## src/hw/oag_pkg.sv

```systemverilog
// Shared types and constants of the operand address generator.
package oag_pkg;
	localparam int unsigned NUM_BYTE_REGS = 8;
	localparam logic [6:0] SADDR_HI_ONES = 7'h7f;
	localparam logic [7:0] SFR_PAGE = 8'hff;
	localparam logic [7:0] SADDR_SFR_TOP = 8'h1f;
	localparam logic [7:0] SADDR_RAM_LOW = 8'h80;
	localparam logic [15:0] RAM_BASE = 16'hfe80;
	localparam logic [15:0] RAM_TOP = 16'hfeff;
	localparam logic [15:0] SADDR_TOP = 16'hff1f;
	localparam logic [15:0] STACK_PUSH_STEP = 16'hffff;
	localparam logic [15:0] STACK_POP_STEP = 16'h0000;
	// Byte register absolute indices with their function names.
	localparam logic [2:0] REG_X = 3'h0;
	localparam logic [2:0] REG_A = 3'h1;
	localparam logic [2:0] REG_E = 3'h4;
	localparam logic [2:0] REG_D = 3'h5;
	localparam logic [2:0] REG_L = 3'h6;
	localparam logic [2:0] REG_H = 3'h7;
	// Pair absolute indices: 0 accumulator, 1 second, 2 third, 3 base.
	localparam logic [1:0] PAIR_THIRD = 2'h2;
	localparam logic [1:0] PAIR_BASE = 2'h3;

	typedef enum logic [3:0] {
		MODE_JUMP_ACC = 4'h0,
		MODE_REL_BRANCH = 4'h1,
		MODE_DIRECT = 4'h2,
		MODE_SHORT = 4'h3,
		MODE_SHORT_WORD = 4'h4,
		MODE_SFR = 4'h5,
		MODE_REG = 4'h6,
		MODE_PAIR = 4'h7,
		MODE_REG_IND = 4'h8,
		MODE_BASED = 4'h9,
		MODE_STACK = 4'ha
	} oag_mode_e;

	typedef enum logic [2:0] {
		ST_IDLE = 3'b001,
		ST_CALC = 3'b010,
		ST_DONE = 3'b100
	} oag_state_e;

	typedef struct packed {
		oag_mode_e mode;
		logic [15:0] imm16;
		logic [7:0] imm8;
		logic [2:0] reg_sel;
		logic [1:0] pair_sel;
		logic stack_push;
		logic [15:0] next_pc;
		logic [15:0] stack_ptr;
	} oag_req_s;

	typedef struct packed {
		logic stack_range;
		logic short_range;
		logic odd_word;
		logic sfr_misroute;
	} oag_fault_s;

	typedef struct packed {
		logic done;
		logic addr_valid;
		logic [15:0] addr;
		logic pc_load;
		logic [15:0] pc;
		logic opnd_valid;
		logic [15:0] opnd;
		oag_fault_s fault;
	} oag_res_s;

	typedef logic [NUM_BYTE_REGS-1:0][7:0] oag_regs_t;
endpackage

```

## src/hw/oag_core.sv

```systemverilog
// Operand and branch address generator with its register file.
//
// Contract
// - Register-indirect jump loads the program counter from the accumulator pair.
// - Direct mode uses the 16-bit immediate unchanged as address.
// - Short direct reaches only the 160-byte window FE80H to FF1FH.
// - Short direct bit 8 is 0 for 80H-FFH, 1 for 00H-1FH.
// - Word short direct form accepts only even addresses.
// - SFR mode indexes the 256-byte space at FF00H by an immediate.
// - SFRs at FF00H-FF1FH go through short direct, not SFR mode.
// - A 3-bit field picks one of eight byte registers.
// - Eight byte registers and four pairs, named by index or function.
// - Register indirect takes the address from the third or base pair.
// - Based mode adds zero-extended offset to base pair, carry dropped.
// - Stack-relative addressing serves push, pop, call, return, interrupts.
// - Stack accesses stay inside the internal high-speed RAM.
// - Internal high-speed RAM spans FE80H to FEFFH.
// - Relative branch adds signed displacement to the next instruction address.
`timescale 1ns/1ps
module oag_core
	import oag_pkg::*;
(
	input wire logic clock_in,
	input wire logic rst_in,
	input wire logic req_valid_in,
	input oag_pkg::oag_req_s req_in,
	input wire logic rf_wr_en_in,
	input wire logic rf_wr_pair_in,
	input wire logic [2:0] rf_wr_idx_in,
	input wire logic [15:0] rf_wr_data_in,
	output logic ready_out,
	output oag_pkg::oag_res_s res_out
);
	typedef struct packed {
		oag_state_e st;
		oag_req_s req;
		oag_res_s res;
	} oag_core_s;

	oag_core_s state_ff;
	oag_core_s nxt_state;
	oag_regs_t regs;
	logic [15:0] acc_pair;
	logic [15:0] third_pair;
	logic [15:0] base_pair;
	logic [15:0] based_sum;
	logic [15:0] rel_sum;
	logic [15:0] stack_sum;
	logic [15:0] short_addr;
	logic [15:0] sfr_addr;
	logic short_ok;

	// Register file with byte and pair write port.
	// eight bytes, four pairs
	oag_regfile u_rf (
		.clock_in(clock_in),
		.rst_in(rst_in),
		.wr_en_in(rf_wr_en_in),
		.wr_pair_in(rf_wr_pair_in),
		.wr_idx_in(rf_wr_idx_in),
		.wr_data_in(rf_wr_data_in),
		.regs_out(regs)
	);

	// Pairs are views of byte registers, so both namings hit the same store.
	assign acc_pair = {regs[REG_A], regs[REG_X]};
	assign third_pair = {regs[REG_D], regs[REG_E]};
	assign base_pair = {regs[REG_H], regs[REG_L]};

	oag_add16 #(.WIDTH(16)) u_based (
		.a_in(base_pair),
		.b_in({8'h00, state_ff.req.imm8}),
		.sum_out(based_sum)
	);

	oag_add16 #(.WIDTH(16)) u_rel (
		.a_in(state_ff.req.next_pc),
		.b_in({{8{state_ff.req.imm8[7]}}, state_ff.req.imm8}),
		.sum_out(rel_sum)
	);

	oag_add16 #(.WIDTH(16)) u_stack (
		.a_in(state_ff.req.stack_ptr),
		.b_in(state_ff.req.stack_push ? STACK_PUSH_STEP : STACK_POP_STEP),
		.sum_out(stack_sum)
	);

	// Short direct and SFR address forming; in short direct the immediate 20H-7FH has no target.
	// bit 8 from immediate range
	assign short_ok = (state_ff.req.imm8 >= SADDR_RAM_LOW) ||
		(state_ff.req.imm8 <= SADDR_SFR_TOP);
	assign short_addr = {SADDR_HI_ONES, state_ff.req.imm8 <= SADDR_SFR_TOP,
		state_ff.req.imm8};
	assign sfr_addr = {SFR_PAGE, state_ff.req.imm8};

	// Next-state logic: accept in idle, compute in calc, present in done.
	always_comb begin
		nxt_state = state_ff;
		nxt_state.res = '0;
		case (state_ff.st)
			ST_IDLE: begin
				if (req_valid_in) begin
					nxt_state.req = req_in;
					nxt_state.st = ST_CALC;
				end
			end
			ST_CALC: begin
				nxt_state.st = ST_DONE;
				nxt_state.res.done = 1'b1;
				case (state_ff.req.mode)
					MODE_JUMP_ACC: begin
						nxt_state.res.pc_load = 1'b1;
						nxt_state.res.pc = acc_pair;
					end
					MODE_REL_BRANCH: begin
						nxt_state.res.pc_load = 1'b1;
						nxt_state.res.pc = rel_sum;
					end
					MODE_DIRECT: begin
						nxt_state.res.addr_valid = 1'b1;
						nxt_state.res.addr = state_ff.req.imm16;
					end
					MODE_SHORT, MODE_SHORT_WORD: begin
						nxt_state.res.fault.short_range = !short_ok;
						nxt_state.res.fault.odd_word =
							(state_ff.req.mode == MODE_SHORT_WORD) &&
							state_ff.req.imm8[0];
						nxt_state.res.addr_valid = short_ok &&
							!((state_ff.req.mode == MODE_SHORT_WORD) &&
							state_ff.req.imm8[0]);
						nxt_state.res.addr = short_addr;
					end
					MODE_SFR: begin
						nxt_state.res.fault.sfr_misroute =
							state_ff.req.imm8 <= SADDR_SFR_TOP;
						nxt_state.res.addr_valid =
							state_ff.req.imm8 > SADDR_SFR_TOP;
						nxt_state.res.addr = sfr_addr;
					end
					MODE_REG: begin
						nxt_state.res.opnd_valid = 1'b1;
						nxt_state.res.opnd = {8'h00, regs[state_ff.req.reg_sel]};
					end
					MODE_PAIR: begin
						nxt_state.res.opnd_valid = 1'b1;
						nxt_state.res.opnd = {regs[{state_ff.req.pair_sel, 1'b1}],
							regs[{state_ff.req.pair_sel, 1'b0}]};
					end
					MODE_REG_IND: begin
						// third or base pair as pointer
						nxt_state.res.addr_valid = 1'b1;
						nxt_state.res.addr = (state_ff.req.pair_sel == PAIR_THIRD) ?
							third_pair : base_pair;
					end
					MODE_BASED: begin
						nxt_state.res.addr_valid = 1'b1;
						nxt_state.res.addr = based_sum;
					end
					MODE_STACK: begin
						nxt_state.res.fault.stack_range =
							(stack_sum < RAM_BASE) || (stack_sum > RAM_TOP);
						nxt_state.res.addr_valid =
							(stack_sum >= RAM_BASE) && (stack_sum <= RAM_TOP);
						nxt_state.res.addr = stack_sum;
					end
					default: begin
						nxt_state.res.done = 1'b1;
					end
				endcase
			end
			ST_DONE: begin
				nxt_state.st = ST_IDLE;
			end
			default: begin
				nxt_state.st = ST_IDLE;
			end
		endcase
	end

	// Single state register; the result clears each cycle so it pulses.
	always_ff @(posedge clock_in or posedge rst_in) begin
		if (rst_in) begin
			state_ff <= '{st: ST_IDLE, req: '0, res: '0};
		end else begin
			state_ff <= nxt_state;
		end
	end

	assign ready_out = state_ff.st[0];
	assign res_out = state_ff.res;
endmodule // oag_core

```

## src/hw/oag_add16.sv

```systemverilog
// Modulo adder used for based, relative and stack address sums.
`timescale 1ns/1ps
module oag_add16 #(
	parameter int unsigned WIDTH = 16
) (
	input wire logic [WIDTH-1:0] a_in,
	input wire logic [WIDTH-1:0] b_in,
	output logic [WIDTH-1:0] sum_out
);
	// Carry out of the top bit is dropped on purpose; addresses wrap.
	always_comb begin
		sum_out = a_in + b_in;
	end
endmodule // oag_add16

```

## src/hw/oag_regfile.sv

```systemverilog
// Eight byte registers, writable as bytes or as pairs.
`timescale 1ns/1ps
module oag_regfile
	import oag_pkg::*;
(
	input wire logic clock_in,
	input wire logic rst_in,
	input wire logic wr_en_in,
	input wire logic wr_pair_in,
	input wire logic [2:0] wr_idx_in,
	input wire logic [15:0] wr_data_in,
	output oag_pkg::oag_regs_t regs_out
);
	oag_regs_t regs_ff;
	oag_regs_t nxt_regs;

	// A pair write puts the low byte at the even index, high at odd.
	always_comb begin
		nxt_regs = regs_ff;
		if (wr_en_in && wr_pair_in) begin
			nxt_regs[{wr_idx_in[1:0], 1'b0}] = wr_data_in[7:0];
			nxt_regs[{wr_idx_in[1:0], 1'b1}] = wr_data_in[15:8];
		end else if (wr_en_in) begin
			nxt_regs[wr_idx_in] = wr_data_in[7:0];
		end
	end

	// All registers clear at reset.
	always_ff @(posedge clock_in or posedge rst_in) begin
		if (rst_in) begin
			regs_ff <= '0;
		end else begin
			regs_ff <= nxt_regs;
		end
	end

	assign regs_out = regs_ff;
endmodule // oag_regfile

```

## config.mk

```make
export PLATFORM = sky130hd
export DESIGN_NAME = oag_core
export DESIGN_NICKNAME = d
export VERILOG_FILES = /design/src/hw/oag_pkg.sv /design/src/hw/oag_core.sv /design/src/hw/oag_add16.sv /design/src/hw/oag_regfile.sv
export SDC_FILE = /design/constraint.sdc
export NUM_CORES = 1
export LEC_CHECK = 0
export BUFFER_PORTS_ARGS = -buffer_cell sky130_fd_sc_hd__buf_4
export CORE_MARGIN = 3
export CORE_UTILIZATION = 30
export DETAILED_ROUTE_END_ITERATION = 8
export PLACE_DENSITY = 0.47
export SLEW_MARGIN = 40
export SYNTH_ARGS = -nofsm -noshare
export SYNTH_HDL_FRONTEND = slang
export SYNTH_SLANG_ARGS = --single-unit
```

## constraint.sdc

```tcl
create_clock -name clock_in -period 6.9 [get_ports clock_in]
set_input_delay 1.035 -clock clock_in [delete_from_list [all_inputs] [get_ports clock_in]]
set_output_delay 1.035 -clock clock_in [all_outputs]
set_load 0.02 [all_outputs]
```

Word level (Yosys, flattened, before mapping):

Index checks and enable logic that the tools add are counted.

* word-level logic and storage cells: 104
* bits of input ports: 90
* bits in registers: 189
* output and inout bits: 57

* reduce and logical (&&, ||, !) cells: 15
* add/subtract/negate cells: 3
* $lt $le $gt $ge: 16
* muxes and demuxes: 28
* equal/unequal tests: 14

Operators by type and width (count)
* $bwmux W64: 3
* $mux W64: 2
* $pmux W17 S6: 1
* $mux W69: 1
* $pmux W17 S2: 2
* $mux W56: 1
* $mux W8: 6
* $add A16 B16 Y16: 2
* $bmux W8 S2: 2
* $demux W8 S2: 2
* $mux W16: 2
* $bmux W8 S3: 1
* $demux W8 S3: 1
* $lt A3 B4 Y1 const B: 6
* $add A16 B8 Y16: 1
* $eq A4 B3 Y1 const B: 4
* $ge A16 B16 Y1 const B: 1
* $gt A16 B16 Y1 const B: 1
* $le A16 B16 Y1 const B: 1
* $lt A16 B16 Y1 const B: 1
* $eq A4 B4 Y1 const B: 3
* $ge A3 B1 Y1 const B: 3
* $eq A4 B2 Y1 const B: 2
* $ge A8 B8 Y1 const B: 1
* other kinds (17): 26

Logic depth before layout (Yosys ltp):

Gate-level depths: netlist of run 1.

* depth in word-level cells: 7
* mapped depth: 10
* depth with buffers taken out: 10

Hierarchy:

From an unflattened synthesis of run 1, not the netlist that was laid out.

* cell total of the unflattened synthesis: 1046
* area total of the unflattened synthesis: 11935.2 µm²

Modules (own cells, without submodules)
* oag_core: times used 1, area an instance 6556.3 µm², cells an instance 514, seq. area each 3129.3 µm²
* oag_regfile: times used 1, area an instance 3055.4 µm², cells an instance 226, seq. area each 1601.5 µm²
* oag_add16 (u_rel): times used 1, area an instance 853.3 µm², cells an instance 107, seq. area each 0.0 µm²
* oag_add16 (u_stack): times used 1, area an instance 745.7 µm², cells an instance 101, seq. area each 0.0 µm²
* oag_add16 (u_based): times used 1, area an instance 724.4 µm², cells an instance 98, seq. area each 0.0 µm²

Worst setup path after synthesis of run 1:

OpenSTA, ideal clock, no wires.

* path type: flip-flop to flip-flop
* from: reg state_ff[88] in the netlist's numbering
* to: reg state_ff, in the netlist res_out[54]
* setup time: 0.079 ns
* slack: 4.157 ns
* cell stages (with the launch flop): 11
* arrival time: 2.665 ns
* clock period less this slack: 2.743 ns
* buffers on the path: 0
* data required time: 6.821 ns
* cell sequence: dfrtp_1 -> ha_1 -> fa_1 -> a211oi_2 -> o211ai_1 -> a31o_2 -> a21oi_1 -> xnor2_1 -> nand4_1 -> nor4_2 -> o2bb2ai_1

RTL lines
* from (decl): line oag_core.sv:40 `oag_core_s state_ff;`
* from (signal assigned): line oag_core.sv:183 `state_ff <= '{st: ST_IDLE, req: '0, res: '0};`
* from (signal assigned): line oag_core.sv:185 `state_ff <= nxt_state;`

==> impl_results.html, run 1 <==
<table>
<tr><th>Metric</th><th>Value</th></tr>
<tr><th colspan="2">Detailed routing</th></tr>
<tr><td>Total number of vias</td><td>8322</td></tr>
<tr><td>Average wire length per cell after detail routing</td><td>21.4 um</td></tr>
<tr><td>Antenna-violating nets left</td><td>0</td></tr>
<tr><td>DR vias/cell</td><td>5.22</td></tr>
<tr><td>Pre-antenna DRT Iters</td><td>5</td></tr>
<tr><td>Number of design rule violations left after detail routing</td><td>0</td></tr>
<tr><td>Final wirelength</td><td>34100 um</td></tr>
<tr><td>Number of DRC violations after detailed-routing iteration 0</td><td>501</td></tr>
<tr><th colspan="2">Final layout</th></tr>
<tr><td>Fin nets</td><td>1244</td></tr>
<tr><td>Number of filler cells placed in the layout</td><td>3710</td></tr>
<tr><td># diodes</td><td>0</td></tr>
<tr><td>Layout cells sized above 1</td><td>30.5%</td></tr>
<tr><td>Number of standard cells in the final layout excluding fillers</td><td>1594</td></tr>
<tr><td>Area grow syn2layout</td><td>15.6%</td></tr>
<tr><th colspan="2">Global route</th></tr>
<tr><td>First-pass GRT wire length</td><td>51500 um</td></tr>
<tr><td>Met1 routing resource usage after global routing</td><td>23.6%</td></tr>
<tr><td>Initial antenna violation count</td><td>0</td></tr>
<tr><td>Pin count of the biggest net entering global routing</td><td>135</td></tr>
<tr><td>Global Route Usage Sum</td><td>17.4%</td></tr>
<tr><td>Via count of the first global-routing pass</td><td>8355</td></tr>
<tr><td>Most utilized layer in the global route result</td><td>met2</td></tr>
<tr><td>Met2 demand-to-capacity share in global routing</td><td>28.4%</td></tr>
<tr><td>Global-route track usage on met3</td><td>3.29%</td></tr>
<tr><td>GR Overflow Total</td><td>0</td></tr>
<tr><th colspan="2">STA</th></tr>
<tr><td>Clock period minus worst slack</td><td>3.12 ns</td></tr>
<tr><td>Maximum achievable frequency</td><td>0.320 GHz</td></tr>
<tr><td>Setup TNS</td><td>0 ns</td></tr>
<tr><td># setup viols final</td><td>0</td></tr>
<tr><td>Number of failing hold endpoints at the final stage</td><td>0</td></tr>
<tr><td>Final Max Slew Viols</td><td>0</td></tr>
<tr><td>RSZ-0062 raised after global routing</td><td>false</td></tr>
<tr><td>Final period utilization</td><td>45.2%</td></tr>
<tr><td>Worst-margin pin slew</td><td>0.830 ns</td></tr>
<tr><td>Max-slew headroom</td><td>44.4%</td></tr>
<tr><td>Worst clock skew on the final layout</td><td>0.0135 ns</td></tr>
<tr><th colspan="2">Run status</th></tr>
<tr><td>Outcome</td><td>finished clean</td></tr>
<tr><th colspan="2">Placed design</th></tr>
<tr><td>Input/output buffers</td><td>146</td></tr>
<tr><td>Placer's final routability congestion estimate</td><td>0.878</td></tr>
<tr><td>Final HPWL from detailed placement</td><td>25200 um</td></tr>
<tr><td>Cell count after placement</td><td>1562</td></tr>
<tr><th colspan="2">Clock network</th></tr>
<tr><td>CTS H-Tree Depth</td><td>4</td></tr>
<tr><td>Post-CTS sizing</td><td>0</td></tr>
<tr><td>Post-CTS setup buffer count</td><td>0</td></tr>
<tr><td>Source-to-sink clock delay at the later pin of the worst-skew pair</td><td>0.46 ns</td></tr>
<tr><td>Clock tree from TritonCTS</td><td>done</td></tr>
<tr><td>CTS Sinks</td><td>189</td></tr>
<tr><td>Clock tree root driver cell</td><td>sky130_fd_sc_hd__clkbuf_16</td></tr>
<tr><td>Max Root-Sink Buffers</td><td>2</td></tr>
<tr><td>Number of clock buffers inserted by TritonCTS</td><td>17</td></tr>
<tr><td>Clock slew at reported path FFs</td><td>0.07 ns</td></tr>
<tr><td>Number of hold-repair buffers added at the cts stage</td><td>0</td></tr>
<tr><th colspan="2">Logic synthesis</th></tr>
<tr><td>Seq/Total Area, Yosys</td><td>42.4%</td></tr>
<tr><td>Most used flip-flop cell after synthesis</td><td>sky130_fd_sc_hd__dfrtp_1</td></tr>
<tr><td>Number of unique standard cell types used by synthesis</td><td>71</td></tr>
<tr><td>Cell area after technology mapping</td><td>11200 um2</td></tr>
<tr><td>Area contributors post-synth</td><td>sky130_fd_sc_hd__dfrtp_1 (42%), sky130_fd_sc_hd__mux2_2 (10%), sky130_fd_sc_hd__mux4_2 (6.5%)</td></tr>
<tr><td>Cell type contributing the most total cell area after synthesis</td><td>sky130_fd_sc_hd__dfrtp_1</td></tr>
<tr><td>Avg Cell Area, Syn</td><td>10.6 um2</td></tr>
<tr><td>Share of synthesized registers carrying an async set or reset</td><td>100%</td></tr>
<tr><td>Commonest cells in the netlist</td><td>sky130_fd_sc_hd__dfrtp_1 (188), sky130_fd_sc_hd__mux2_2 (100), sky130_fd_sc_hd__nor2_1 (92), sky130_fd_sc_hd__nand2_1 (84), sky130_fd_sc_hd__a21oi_1 (69)</td></tr>
<tr><td>Most instantiated library cell after synthesis</td><td>sky130_fd_sc_hd__dfrtp_1</td></tr>
<tr><td>Top-area cell type share of the netlist area</td><td>42.1%</td></tr>
<tr><td>Number of nets in the synthesized netlist</td><td>1185</td></tr>
<tr><td>Number of warning messages in the yosys log</td><td>0</td></tr>
<tr><td>Post-synthesis register bit count</td><td>189</td></tr>
<tr><td>Number of flops mapped to enable cells by yosys</td><td>0</td></tr>
<tr><td>Gate count after technology mapping</td><td>1054</td></tr>
<tr><th colspan="2">Critical path</th></tr>
<tr><td>Type of element launching the critical path</td><td>flip-flop</td></tr>
<tr><td>Setup CP Type</td><td>flip-flop to flip-flop</td></tr>
<tr><td>Data required time of the critical path</td><td>7.26 ns</td></tr>
<tr><td>Chain of cells forming the critical path</td><td>ha_1 &gt; fa_1 &gt; a211oi_2 &gt; o211ai_1 &gt; a31o_2 &gt; a21oi_1 &gt; xnor2_1 &gt; nand4_1 &gt; nor4_2 &gt; o2bb2ai_1</td></tr>
<tr><td>Critical Path AT</td><td>3.48 ns</td></tr>
<tr><td>Highest-delay cell along the critical path</td><td>sky130_fd_sc_hd__dfrtp_1</td></tr>
<tr><td>Kind of end point of the critical path</td><td>flip-flop</td></tr>
<tr><td>Crit path largest cell delay</td><td>0.62 ns</td></tr>
<tr><td>Max Fanout on Critical Path</td><td>18</td></tr>
<tr><th colspan="2">Pwr</th></tr>
<tr><td>Worst vdd ir</td><td>0.000172 V</td></tr>
<tr><td>Leakage power summed over all cells</td><td>5.59 nW</td></tr>
<tr><td>Total power divided by cell area</td><td>461 nW/um2</td></tr>
<tr><th colspan="2">Flow run</th></tr>
<tr><td>Max-Cap Viols</td><td>0</td></tr>
<tr><th colspan="2">Min path</th></tr>
<tr><td>Path class of the lowest-slack min-delay path</td><td>flip-flop to flip-flop</td></tr>
<tr><th colspan="2">Die</th></tr>
<tr><td>Starting density of the core</td><td>30.5%</td></tr>
<tr><td>Die area</td><td>39600 um2</td></tr>
<tr><td>Number of I/O pins</td><td>147</td></tr>
<tr><td>Height of the chip</td><td>199 um</td></tr>
<tr><td>Standard-cell row count</td><td>70</td></tr>
<tr><td>Floorplan Core Area</td><td>36600 um2</td></tr>
<tr><td>Die X-Extent</td><td>199 um</td></tr>
</table>
critical path, delay by kind of cell (launching register included):
family,cells,cell delay [ns]
AO/OA/AOI/OAI,5,1.02
adder cells (fa/ha/maj),2,0.77
flip-flops,1,0.62
AND/OR/NAND/NOR,2,0.44
XOR/XNOR,1,0.18
flip-flops by register name (all words and copies together), names as in the netlist:
register	cells
sfr_addr	8
ready_out	1
u_rf.regs_out	64
res_out	56
state_ff	60
cell families after synthesis:
family | share of synthesized area (%)
mux | 17.6
fa+ha+maj | 4.80
simple gates | 11.1
flops | 42.4
buf+inv | 6.20
xor+xnor | 3.36
compound gates | 14.6
final timing paths:
check	startpoint	to	slack, ns	cells past startpoint
setup / recovery	state_ff[88]$_DFFE_PP0P_	res_out[54]$_DFF_PP0_	3.78	10
hold / removal	state_ff[124]$_DFFE_PP0P_	state_ff[123]$_DFFE_PP0P_	0.49	1
setup reg to reg	state_ff[88]$_DFFE_PP0P_	res_out[54]$_DFF_PP0_	3.78	10
hold reg to reg	state_ff[124]$_DFFE_PP0P_	state_ff[123]$_DFFE_PP0P_	0.49	1
max in group asynchronous	rst_in	state_ff[113]$_DFFE_PP0P_	4.98	3
min in group asynchronous	rst_in	res_out[1]$_DFF_PP0_	0.68	2
stage by stage:
stage	util, %	hold slack [ns]	power [mW]	area [um2]	setup WS, ns
after floorplan	-	0.462	4.15	11200	0.725
after global placement	33.6	0.480	4.96	12300	3.89
after detailed placement	33.7	0.488	4.97	12300	3.77
after CTS	35.3	0.497	5.99	12900	3.75
after global routing	35.3	0.507	6.42	12900	3.53
final	35.3	0.491	5.96	12900	3.78
area by class of cell:
type	count	area, um2	share of cell area [%]
Clock inverter	13	134	1.04
Inverter	11	53.8	0.417
Tap cell	468	586	4.54
Sequential cell	189	4730	36.7
Multi-Input combinational cell	739	5790	44.9
Timing Repair Buffer	155	1170	9.04
Clock buffer	19	443	3.43
metal layers:
metal,wire length [um],up-vias
li1,-,3910
met1,15500,4142
met2,16300,228
met3,1630,42
met4,660,0
met5,0,-
cells in the final DEF, fill, tap and decap left out, drive strengths merged, types with 4 or more instances in the layout:
cell	instances
dfrtp	188
buf	155
mux2	100
nor2	92
nand2	84
a21oi	69
o21ai	61
ha	38
mux4	32
xnor2	24
clkbuf	19
xor2	18
and3	15
inv	15
nand2b	14
nor3	14
nand3	13
a221oi	12
mux2i	12
a31oi	12
a22oi	10
a21boi	9
a32oi	9
a21o	9
nor2b	8
a22o	7
nor4	6
a211o	5
or3	5
clkinvlp	5
a211oi	5
o211ai	4
and2	4
power breakdown:
part,internal (mW),switching [mW]
Combinational,1.48,1.65
Clock,0.516,0.475
Sequential,1.39,0.436
Note: power is estimated with default switching activity, not from simulation.
==> run 2: changes to the inputs <==
clock period = 3 ns   (was 6.9 ns; I/O delays follow)
==> run 2 against run 1 <==
  * Setup slack worse by 3.6 ns
  * Largest cell class unchanged
  * Via count is 0.91% higher
  * Maximum frequency is 11% higher
  * Register-to-register slack worse by 3.6 ns
  * Hold slack worse by 0.27 ns
  * Wire length is 2.1% higher
  * Combinational power is 140% higher
  * Final area is 1.2% higher
  * Core utilization is 0.43 points higher
  * Global-route usage is 0.45 points higher
  * Largest power group unchanged
  * Highest routed layer unchanged
  * Total power is 130% higher
==> impl_results.html, run 2 (synthesized netlist as in run 1, its figures left out) <==
<table>
<tr><th>Metric</th><th>Value</th></tr>
<tr><th colspan="2">Run status</th></tr>
<tr><td>Outcome</td><td>finished clean</td></tr>
<tr><th colspan="2">Global route</th></tr>
<tr><td>Initial antenna violation count</td><td>0 (unchanged)</td></tr>
<tr><td>Pin count of the biggest net entering global routing</td><td>54 (-60%)</td></tr>
<tr><td>Via count of the first global-routing pass</td><td>8722 (+4.4%)</td></tr>
<tr><td>First-pass GRT wire length</td><td>53000 um (+2.8%)</td></tr>
<tr><td>GR Overflow Total</td><td>0 (unchanged)</td></tr>
<tr><td>Global Route Usage Sum</td><td>17.8% (+0.45 points)</td></tr>
<tr><th colspan="2">STA</th></tr>
<tr><td>Hold WS</td><td>0.219 ns (-0.272 ns)</td></tr>
<tr><td>Final Max Slew Viols</td><td>0 (unchanged)</td></tr>
<tr><td>Clock period minus worst slack</td><td>2.81 ns (-0.308 ns)</td></tr>
<tr><td># setup viols final</td><td>0 (unchanged)</td></tr>
<tr><td>Maximum achievable frequency</td><td>0.355 GHz (+11%)</td></tr>
<tr><td>Number of failing hold endpoints at the final stage</td><td>0 (unchanged)</td></tr>
<tr><td>RSZ-0062 raised after global routing</td><td>false</td></tr>
<tr><td>Worst-margin pin slew</td><td>0.791 ns (-0.0391 ns)</td></tr>
<tr><td>Worst clock skew on the final layout</td><td>0.0109 ns (-0.00264 ns)</td></tr>
<tr><td>Final period utilization</td><td>93.8% (+49 points)</td></tr>
<tr><td>Max-slew headroom</td><td>47.3% (+2.8 points)</td></tr>
<tr><td>Setup TNS</td><td>0 ns (unchanged)</td></tr>
<tr><th colspan="2">Clock network</th></tr>
<tr><td>Source-to-sink clock delay at the later pin of the worst-skew pair</td><td>0.46 ns (about the same)</td></tr>
<tr><td>Post-CTS setup buffer count</td><td>0 (unchanged)</td></tr>
<tr><td>Number of hold-repair buffers added at the cts stage</td><td>1 (+1)</td></tr>
<tr><td>Post-CTS sizing</td><td>0 (unchanged)</td></tr>
<tr><td>Max Root-Sink Buffers</td><td>2 (unchanged)</td></tr>
<tr><td>CTS Sinks</td><td>189 (unchanged)</td></tr>
<tr><td>Clock slew at reported path FFs</td><td>0.07 ns (about the same)</td></tr>
<tr><td>CTS H-Tree Depth</td><td>4 (unchanged)</td></tr>
<tr><td>Clock tree from TritonCTS</td><td>done</td></tr>
<tr><td>Clock tree root driver cell</td><td>sky130_fd_sc_hd__clkbuf_16</td></tr>
<tr><td>Number of clock buffers inserted by TritonCTS</td><td>17 (unchanged)</td></tr>
<tr><th colspan="2">Pwr</th></tr>
<tr><td>Final total power</td><td>13.9 mW (+130%)</td></tr>
<tr><td>Leakage power summed over all cells</td><td>5.71 nW (+2.2%)</td></tr>
<tr><td>Total power divided by cell area</td><td>1060 nW/um2 (+130%)</td></tr>
<tr><td>Worst vdd ir</td><td>0.000432 V (+150%)</td></tr>
<tr><th colspan="2">Critical path</th></tr>
<tr><td>Highest-delay cell along the critical path</td><td>sky130_fd_sc_hd__fa_1</td></tr>
<tr><td>Cell family with the largest share of critical-path delay</td><td>compound AO/OA/AOI/OAI gates</td></tr>
<tr><td>Crit. path cell count</td><td>10 (unchanged)</td></tr>
<tr><td>Chain of cells forming the critical path</td><td>buf_4 &gt; fa_1 &gt; a211oi_2 &gt; o211ai_1 &gt; a31o_2 &gt; a21oi_1 &gt; xnor2_1 &gt; nand4_1 &gt; nor4_2 &gt; o2bb2ai_1</td></tr>
<tr><td>Crit path largest cell delay</td><td>0.47 ns (-0.15 ns)</td></tr>
<tr><td>Setup CP Type</td><td>flip-flop to flip-flop</td></tr>
<tr><td>Kind of end point of the critical path</td><td>flip-flop</td></tr>
<tr><td>Worst setup startpoint</td><td>state_ff[88]$_DFFE_PP0P_</td></tr>
<tr><td>Depth of the worst register-to-register path</td><td>10 (unchanged)</td></tr>
<tr><td>Data required time of the critical path</td><td>3.38 ns (-3.88 ns)</td></tr>
<tr><td>Max Fanout on Critical Path</td><td>17 (-1)</td></tr>
<tr><td>Worst path buffer plus inverter count</td><td>1 (+1)</td></tr>
<tr><td>Type of element launching the critical path</td><td>flip-flop</td></tr>
<tr><td>Critical Path AT</td><td>3.19 ns (-0.29 ns)</td></tr>
<tr><td>Critical R2R Launch</td><td>state_ff[88]$_DFFE_PP0P_</td></tr>
<tr><td>Setup slack of the worst register-to-register path</td><td>0.19 ns (-3.59 ns)</td></tr>
<tr><td>Worst flop-to-flop path endpoint</td><td>res_out[54]$_DFF_PP0_</td></tr>
<tr><td>Capturing element of the worst setup path</td><td>res_out[54]$_DFF_PP0_</td></tr>
<tr><th colspan="2">Detailed routing</th></tr>
<tr><td>Number of design rule violations left after detail routing</td><td>0 (unchanged)</td></tr>
<tr><td>Final wirelength</td><td>34800 um (+2.1%)</td></tr>
<tr><td>DR vias/cell</td><td>5.19 (-0.58%)</td></tr>
<tr><td>Number of DRC violations after detailed-routing iteration 0</td><td>566 (+13%)</td></tr>
<tr><td>Pre-antenna DRT Iters</td><td>7 (+2)</td></tr>
<tr><td>Antenna-violating nets left</td><td>0 (unchanged)</td></tr>
<tr><td>Total number of vias</td><td>8398 (+0.91%)</td></tr>
<tr><td>Average wire length per cell after detail routing</td><td>21.5 um (+0.55%)</td></tr>
<tr><th colspan="2">Die</th></tr>
<tr><td>Die X-Extent</td><td>199 um (unchanged)</td></tr>
<tr><td>Die area</td><td>39600 um2 (unchanged)</td></tr>
<tr><td>Number of I/O pins</td><td>147 (unchanged)</td></tr>
<tr><td>Starting density of the core</td><td>30.5% (unchanged)</td></tr>
<tr><td>Floorplan Core Area</td><td>36600 um2 (unchanged)</td></tr>
<tr><td>Standard-cell row count</td><td>70 (unchanged)</td></tr>
<tr><td>Height of the chip</td><td>199 um (unchanged)</td></tr>
<tr><th colspan="2">Flow run</th></tr>
<tr><td>Max-Cap Viols</td><td>0 (unchanged)</td></tr>
<tr><th colspan="2">Final layout</th></tr>
<tr><td>Leading cell types in the layout, fill and taps excluded</td><td>sky130_fd_sc_hd__dfrtp_1 (188), sky130_fd_sc_hd__buf_4 (178), sky130_fd_sc_hd__mux2_2 (100)</td></tr>
<tr><td>Number of flip-flops under the largest register name</td><td>64 (unchanged)</td></tr>
<tr><td>Number of standard cells in the final layout excluding fillers</td><td>1618 (+1.5%)</td></tr>
<tr><td>Fin nets</td><td>1268 (+1.9%)</td></tr>
<tr><td>Layout cells sized above 1</td><td>31.3% (+0.87 points)</td></tr>
<tr><td>Area grow syn2layout</td><td>17.0%</td></tr>
<tr><td>Most common cell after layout, fill and taps aside</td><td>sky130_fd_sc_hd__dfrtp_1</td></tr>
<tr><th colspan="2">Placed design</th></tr>
<tr><td>Placer's final routability congestion estimate</td><td>0.876 (-0.26%)</td></tr>
<tr><td>Input/output buffers</td><td>146 (unchanged)</td></tr>
<tr><td>Final HPWL from detailed placement</td><td>26100 um (+3.6%)</td></tr>
<tr><td>Cell count after placement</td><td>1585 (+1.5%)</td></tr>
<tr><th colspan="2">Min path</th></tr>
<tr><td>Path class of the lowest-slack min-delay path</td><td>primary input to flip-flop</td></tr>
</table>
run 2: where the power goes:
part / leakage, nW / switching (mW) / internal, mW / total, mW
Combinational: 3.03 / 3.90 / 3.49 / 7.39
Sequential: 2.40 / 0.897 / 3.21 / 4.10
Clock: 0.282 / 1.10 / 1.27 / 2.37
Total: 5.71 / 5.90 / 7.96 / 13.9
run 2: cell type report:
type,count,area (um2)
antenna,1,2.50
inverter,11,45.0
fill,3707,23500
tap,468,586
timing repair buffer,179,1350
clock inverter,13,155
clock buffer,18,439
sequential,189,4730
multi-input combinational,739,5760
run 2: worst min-delay path by stage:
stage | start | to | cells after the start
after detailed placement | rst_in | state_ff[120]$_DFFE_PP0P_ | 2
after global placement | rst_in | state_ff[120]$_DFFE_PP0P_ | 2
after floorplan | u_rf.regs_out[24]$_DFFE_PP0P_ | u_rf.regs_out[24]$_DFFE_PP0P_ | 2
after CTS | req_in[59] | state_ff[115]$_DFFE_PP0P_ | 2
final | req_in[59] | state_ff[115]$_DFFE_PP0P_ | 2
after global routing | req_in[59] | state_ff[115]$_DFFE_PP0P_ | 2
run 2: stage by stage:
step | util, % | cell area (um2) | setup slack, ns
global route | 35.7 | 13100 | 0.0233
CTS | 35.7 | 13100 | 0.233
finish | 35.7 | 13100 | 0.187
detailed placement | 34.0 | 12500 | 0.248
global placement | 34.0 | 12500 | 0.283
floorplan | - | 11200 | 0.116
run 2: per-layer routing:
layer | wire, um | vias to the layer above | track usage (%)
met5 | 0 | - | 0
met4 | 479 | 0 | 4.97
met3 | 1740 | 31 | 3.64
met2 | 17100 | 217 | 30.0
met1 | 15500 | 4179 | 23.4
li1 | - | 3971 | -
==> run 3: changes to the inputs <==
CELL_PAD_IN_SITES_DETAIL_PLACEMENT = 0   (was unset)
CELL_PAD_IN_SITES_GLOBAL_PLACEMENT = 1   (was unset)
PLACE_DENSITY = 0.57   (was 0.47)
==> run 3 against run 2 <==
  * Sequential cell count did not move
  * Sequential power fell by 1%
  * Total power rose by 0.88%
  * Non-clock buffer count fell by 2
  * Die area did not move
  * Sequential share of layout area fell by 0.16 points
  * Cell count fell by 0.12%
  * Global-route usage fell by 0.16 points
  * Critical path depth did not move
  * Critical endpoint is now res_out[35]$_DFF_PP0_
==> impl_results.html, run 3 (synthesized netlist as in run 1, its figures left out) <==
<table>
<tr><th>Metric</th><th>Value</th></tr>
<tr><th colspan="2">Pwr</th></tr>
<tr><td>Sequential fraction of design power</td><td>29.1% (-0.5 points)</td></tr>
<tr><td>NetSw</td><td>5.96 mW (+1.1%)</td></tr>
<tr><td>Total power divided by cell area</td><td>1070 nW/um2 (+0.45%)</td></tr>
<tr><td>Power share of the clock group</td><td>17.0% (about the same)</td></tr>
<tr><td>Leakage power summed over all cells</td><td>5.72 nW (+0.24%)</td></tr>
<tr><td>Cell-internal power</td><td>8.02 mW (+0.73%)</td></tr>
<tr><td>Switching power as a share of total power</td><td>42.6% (+0.085 points)</td></tr>
<tr><td>Comb pwr share</td><td>54.0% (+0.7 points)</td></tr>
<tr><td>Worst vdd ir</td><td>0.000414 V (-4.1%)</td></tr>
<tr><th colspan="2">Critical path</th></tr>
<tr><td>Most prevalent standard cell on the critical path</td><td>sky130_fd_sc_hd__a21o_1</td></tr>
<tr><td>Crit path largest cell delay</td><td>0.45 ns (-0.02 ns)</td></tr>
<tr><td>Chain of cells forming the critical path</td><td>ha_1 &gt; fa_1 &gt; a21o_1 &gt; a21o_1 &gt; a2111oi_4 &gt; or4_1 &gt; nand3_2 &gt; a41oi_2 &gt; xnor2_1 &gt; a22o_1</td></tr>
<tr><td>Type of element launching the critical path</td><td>flip-flop</td></tr>
<tr><td>Critical Path AT</td><td>3.18 ns (about the same)</td></tr>
<tr><td>Critical R2R Launch</td><td>sfr_addr[0]$_DFFE_PP0P_</td></tr>
<tr><td>Kind of end point of the critical path</td><td>flip-flop</td></tr>
<tr><td>Max Fanout on Critical Path</td><td>6 (-11)</td></tr>
<tr><td>Highest-delay cell along the critical path</td><td>sky130_fd_sc_hd__dfrtp_1</td></tr>
<tr><td>Worst setup startpoint</td><td>sfr_addr[0]$_DFFE_PP0P_</td></tr>
<tr><td>Setup CP Type</td><td>flip-flop to flip-flop</td></tr>
<tr><td>Cell family with the largest share of critical-path delay</td><td>compound AO/OA/AOI/OAI gates</td></tr>
<tr><td>Data required time of the critical path</td><td>3.33 ns (-0.05 ns)</td></tr>
<tr><td>Worst path buffer plus inverter count</td><td>0 (-1)</td></tr>
<tr><th colspan="2">Detailed routing</th></tr>
<tr><td>Pre-antenna DRT Iters</td><td>5 (-2)</td></tr>
<tr><td>Number of DRC violations after detailed-routing iteration 0</td><td>549 (-3.0%)</td></tr>
<tr><td>Total number of vias</td><td>8274 (-1.5%)</td></tr>
<tr><td>Number of design rule violations left after detail routing</td><td>0 (unchanged)</td></tr>
<tr><td>Average wire length per cell after detail routing</td><td>21.2 um (-1.6%)</td></tr>
<tr><td>Antenna-violating nets left</td><td>0 (unchanged)</td></tr>
<tr><td>Final wirelength</td><td>34200 um (-1.7%)</td></tr>
<tr><td>DR vias/cell</td><td>5.12 (-1.4%)</td></tr>
<tr><th colspan="2">Placed design</th></tr>
<tr><td>Final HPWL from detailed placement</td><td>26000 um (-0.60%)</td></tr>
<tr><td>Instance area at placement</td><td>12500 um2 (+0.12%)</td></tr>
<tr><td>Placement Setup Slack</td><td>0.170 ns (-0.0780 ns)</td></tr>
<tr><td>Placer's final routability congestion estimate</td><td>0.827 (-5.5%)</td></tr>
<tr><td>Input/output buffers</td><td>146 (unchanged)</td></tr>
<tr><th colspan="2">Clock network</th></tr>
<tr><td>Clock tree from TritonCTS</td><td>done</td></tr>
<tr><td>Number of clock buffers inserted by TritonCTS</td><td>17 (unchanged)</td></tr>
<tr><td>Max Root-Sink Buffers</td><td>2 (unchanged)</td></tr>
<tr><td>Clock tree root driver cell</td><td>sky130_fd_sc_hd__clkbuf_16</td></tr>
<tr><td>CTS Sinks</td><td>189 (unchanged)</td></tr>
<tr><td>Clock slew at reported path FFs</td><td>0.07 ns (about the same)</td></tr>
<tr><td>CTS H-Tree Depth</td><td>4 (unchanged)</td></tr>
<tr><td>Source-to-sink clock delay at the later pin of the worst-skew pair</td><td>0.45 ns (about the same)</td></tr>
<tr><th colspan="2">STA</th></tr>
<tr><td>Final Max Slew Viols</td><td>0 (unchanged)</td></tr>
<tr><td>Clock period minus worst slack</td><td>2.85 ns (+0.0364 ns)</td></tr>
<tr><td># setup viols final</td><td>0 (unchanged)</td></tr>
<tr><td>Number of failing hold endpoints at the final stage</td><td>0 (unchanged)</td></tr>
<tr><td>Worst clock skew on the final layout</td><td>0.0125 ns (+0.00161 ns)</td></tr>
<tr><td>Final setup slack of the worst path</td><td>0.151 ns (-0.0364 ns)</td></tr>
<tr><td>Maximum achievable frequency</td><td>0.351 GHz (-1.3%)</td></tr>
<tr><td>Max-slew headroom</td><td>53.3% (+6.1 points)</td></tr>
<tr><td>RSZ-0062 raised after global routing</td><td>true</td></tr>
<tr><td>Final period utilization</td><td>95.0% (+1.2 points)</td></tr>
<tr><td>Worst-margin pin slew</td><td>0.696 ns (-0.0949 ns)</td></tr>
<tr><th colspan="2">Die</th></tr>
<tr><td>Starting density of the core</td><td>30.5% (unchanged)</td></tr>
<tr><td>Floorplan Core Area</td><td>36600 um2 (unchanged)</td></tr>
<tr><td>Standard-cell row count</td><td>70 (unchanged)</td></tr>
<tr><td>Die X-Extent</td><td>199 um (unchanged)</td></tr>
<tr><td>Die area</td><td>39600 um2 (unchanged)</td></tr>
<tr><td>Number of I/O pins</td><td>147 (unchanged)</td></tr>
<tr><td>Height of the chip</td><td>199 um (unchanged)</td></tr>
<tr><th colspan="2">Final layout</th></tr>
<tr><td>Area taken by flip-flops and latches</td><td>4730 um2 (unchanged)</td></tr>
<tr><td>Layout Utilization</td><td>35.8% (+0.15 points)</td></tr>
<tr><td>Fin nets</td><td>1266 (-0.16%)</td></tr>
<tr><td>Layout cells sized above 1</td><td>31.3% (-0.060 points)</td></tr>
<tr><td>Area grow syn2layout</td><td>17.5%</td></tr>
<tr><td>Number of flip-flops under the largest register name</td><td>64 (unchanged)</td></tr>
<tr><td># diodes</td><td>0 (-1)</td></tr>
<tr><td>Post-route design area</td><td>13100 um2 (+0.43%)</td></tr>
<tr><td>Multi-input gate area</td><td>5780 um2 (+0.30%)</td></tr>
<tr><td>Number of filler cells placed in the layout</td><td>3719 (+0.32%)</td></tr>
<tr><td>Leading cell types in the layout, fill and taps excluded</td><td>sky130_fd_sc_hd__dfrtp_1 (188), sky130_fd_sc_hd__buf_4 (172), sky130_fd_sc_hd__mux2_2 (100)</td></tr>
<tr><td>Most common cell after layout, fill and taps aside</td><td>sky130_fd_sc_hd__dfrtp_1</td></tr>
<tr><th colspan="2">Global route</th></tr>
<tr><td>Global Route Usage Sum</td><td>17.7% (-0.16 points)</td></tr>
<tr><td>GR Overflow Total</td><td>0 (unchanged)</td></tr>
<tr><td>Via count of the first global-routing pass</td><td>8613 (-1.2%)</td></tr>
<tr><td>Pin count of the biggest net entering global routing</td><td>60 (+11%)</td></tr>
<tr><td>Initial antenna violation count</td><td>0 (unchanged)</td></tr>
<tr><td>First-pass GRT wire length</td><td>52800 um (-0.30%)</td></tr>
<tr><th colspan="2">Flow run</th></tr>
<tr><td>Max-Cap Viols</td><td>0 (unchanged)</td></tr>
<tr><th colspan="2">Min path</th></tr>
<tr><td>HP Start</td><td>req_in[65]</td></tr>
<tr><td>Path class of the lowest-slack min-delay path</td><td>primary input to flip-flop</td></tr>
<tr><th colspan="2">Run status</th></tr>
<tr><td>Outcome</td><td>finished clean</td></tr>
</table>
-- run 3: metal layers --
layer	vias to the layer above	routed length [um]	global-route usage [%]
met5	-	0	0
met4	0	450	4.16
met2	165	16400	29.2
li1	3970	-	-
met1	4113	16000	24.1
met3	26	1370	3.42
-- run 3: final timing paths --
check,to,slack (ns),cells after the start
max,res_out[35]$_DFF_PP0_,0.15,10
min,state_ff[121]$_DFFE_PP0P_,0.23,3
max reg2reg,res_out[35]$_DFF_PP0_,0.15,10
min reg2reg,u_rf.regs_out[27]$_DFFE_PP0P_,0.51,2
max in group asynchronous,u_rf.regs_out[63]$_DFFE_PP0P_,1.66,5
min in group asynchronous,sfr_addr[3]$_DFFE_PP0P_,0.52,3
-- run 3: what timing repair did --
item / CTS / global route
endpoints found under the setup margin: 0 / 3
resized for setup: 0 / 3
buffers inserted: 0 / 0
endpoints found under the hold margin: 0 / 6
hold buffers: 0 / 1
-- run 3: final cells by class --
| class | instances | area share (%) |
|---|---|---|
| multi-input cells | 739 | 44.0 |
| clock buffers | 22 | 3.61 |
| inverters | 11 | 0.343 |
| repair buffers | 177 | 10.5 |
| well taps | 468 | 4.46 |
| clock inverters | 10 | 0.963 |
| flip-flops and latches | 189 | 36.1 |
-- run 3: power by group through the flow --
stage	combinational (mW)	clock [mW]	sequential (mW)
floorplan	5.88	0	3.65
global placement	7.47	0	4.11
detailed placement	7.46	0	4.12
CTS	7.51	2.45	4.08
global route	8.33	2.56	4.17
finish	7.55	2.37	4.06
-- run 3: per-stage QoR --
stage,instances,hold slack (ns),setup TNS [ns],total power [mW]
2_1_floorplan,1054,0.462,0,9.53
5_1_grt,1616,0.208,-0.0194,15.0
3_3_place_gp,1582,0.490,0,11.6
6_report,1616,0.230,0,14.0
4_1_cts,1614,0.155,0,14.0
3_5_place_dp,1582,0.496,0,11.6
-- run 3: worst reg2reg max path, delay by kind of cell (launching register included) --
kind	cells	cell delay, ns
XOR/XNOR	1	0.09
AND/OR/NAND/NOR	2	0.31
adder cells (fa/ha/maj)	2	0.66
AO/OA/AOI/OAI	5	1.24
flip-flops	1	0.45
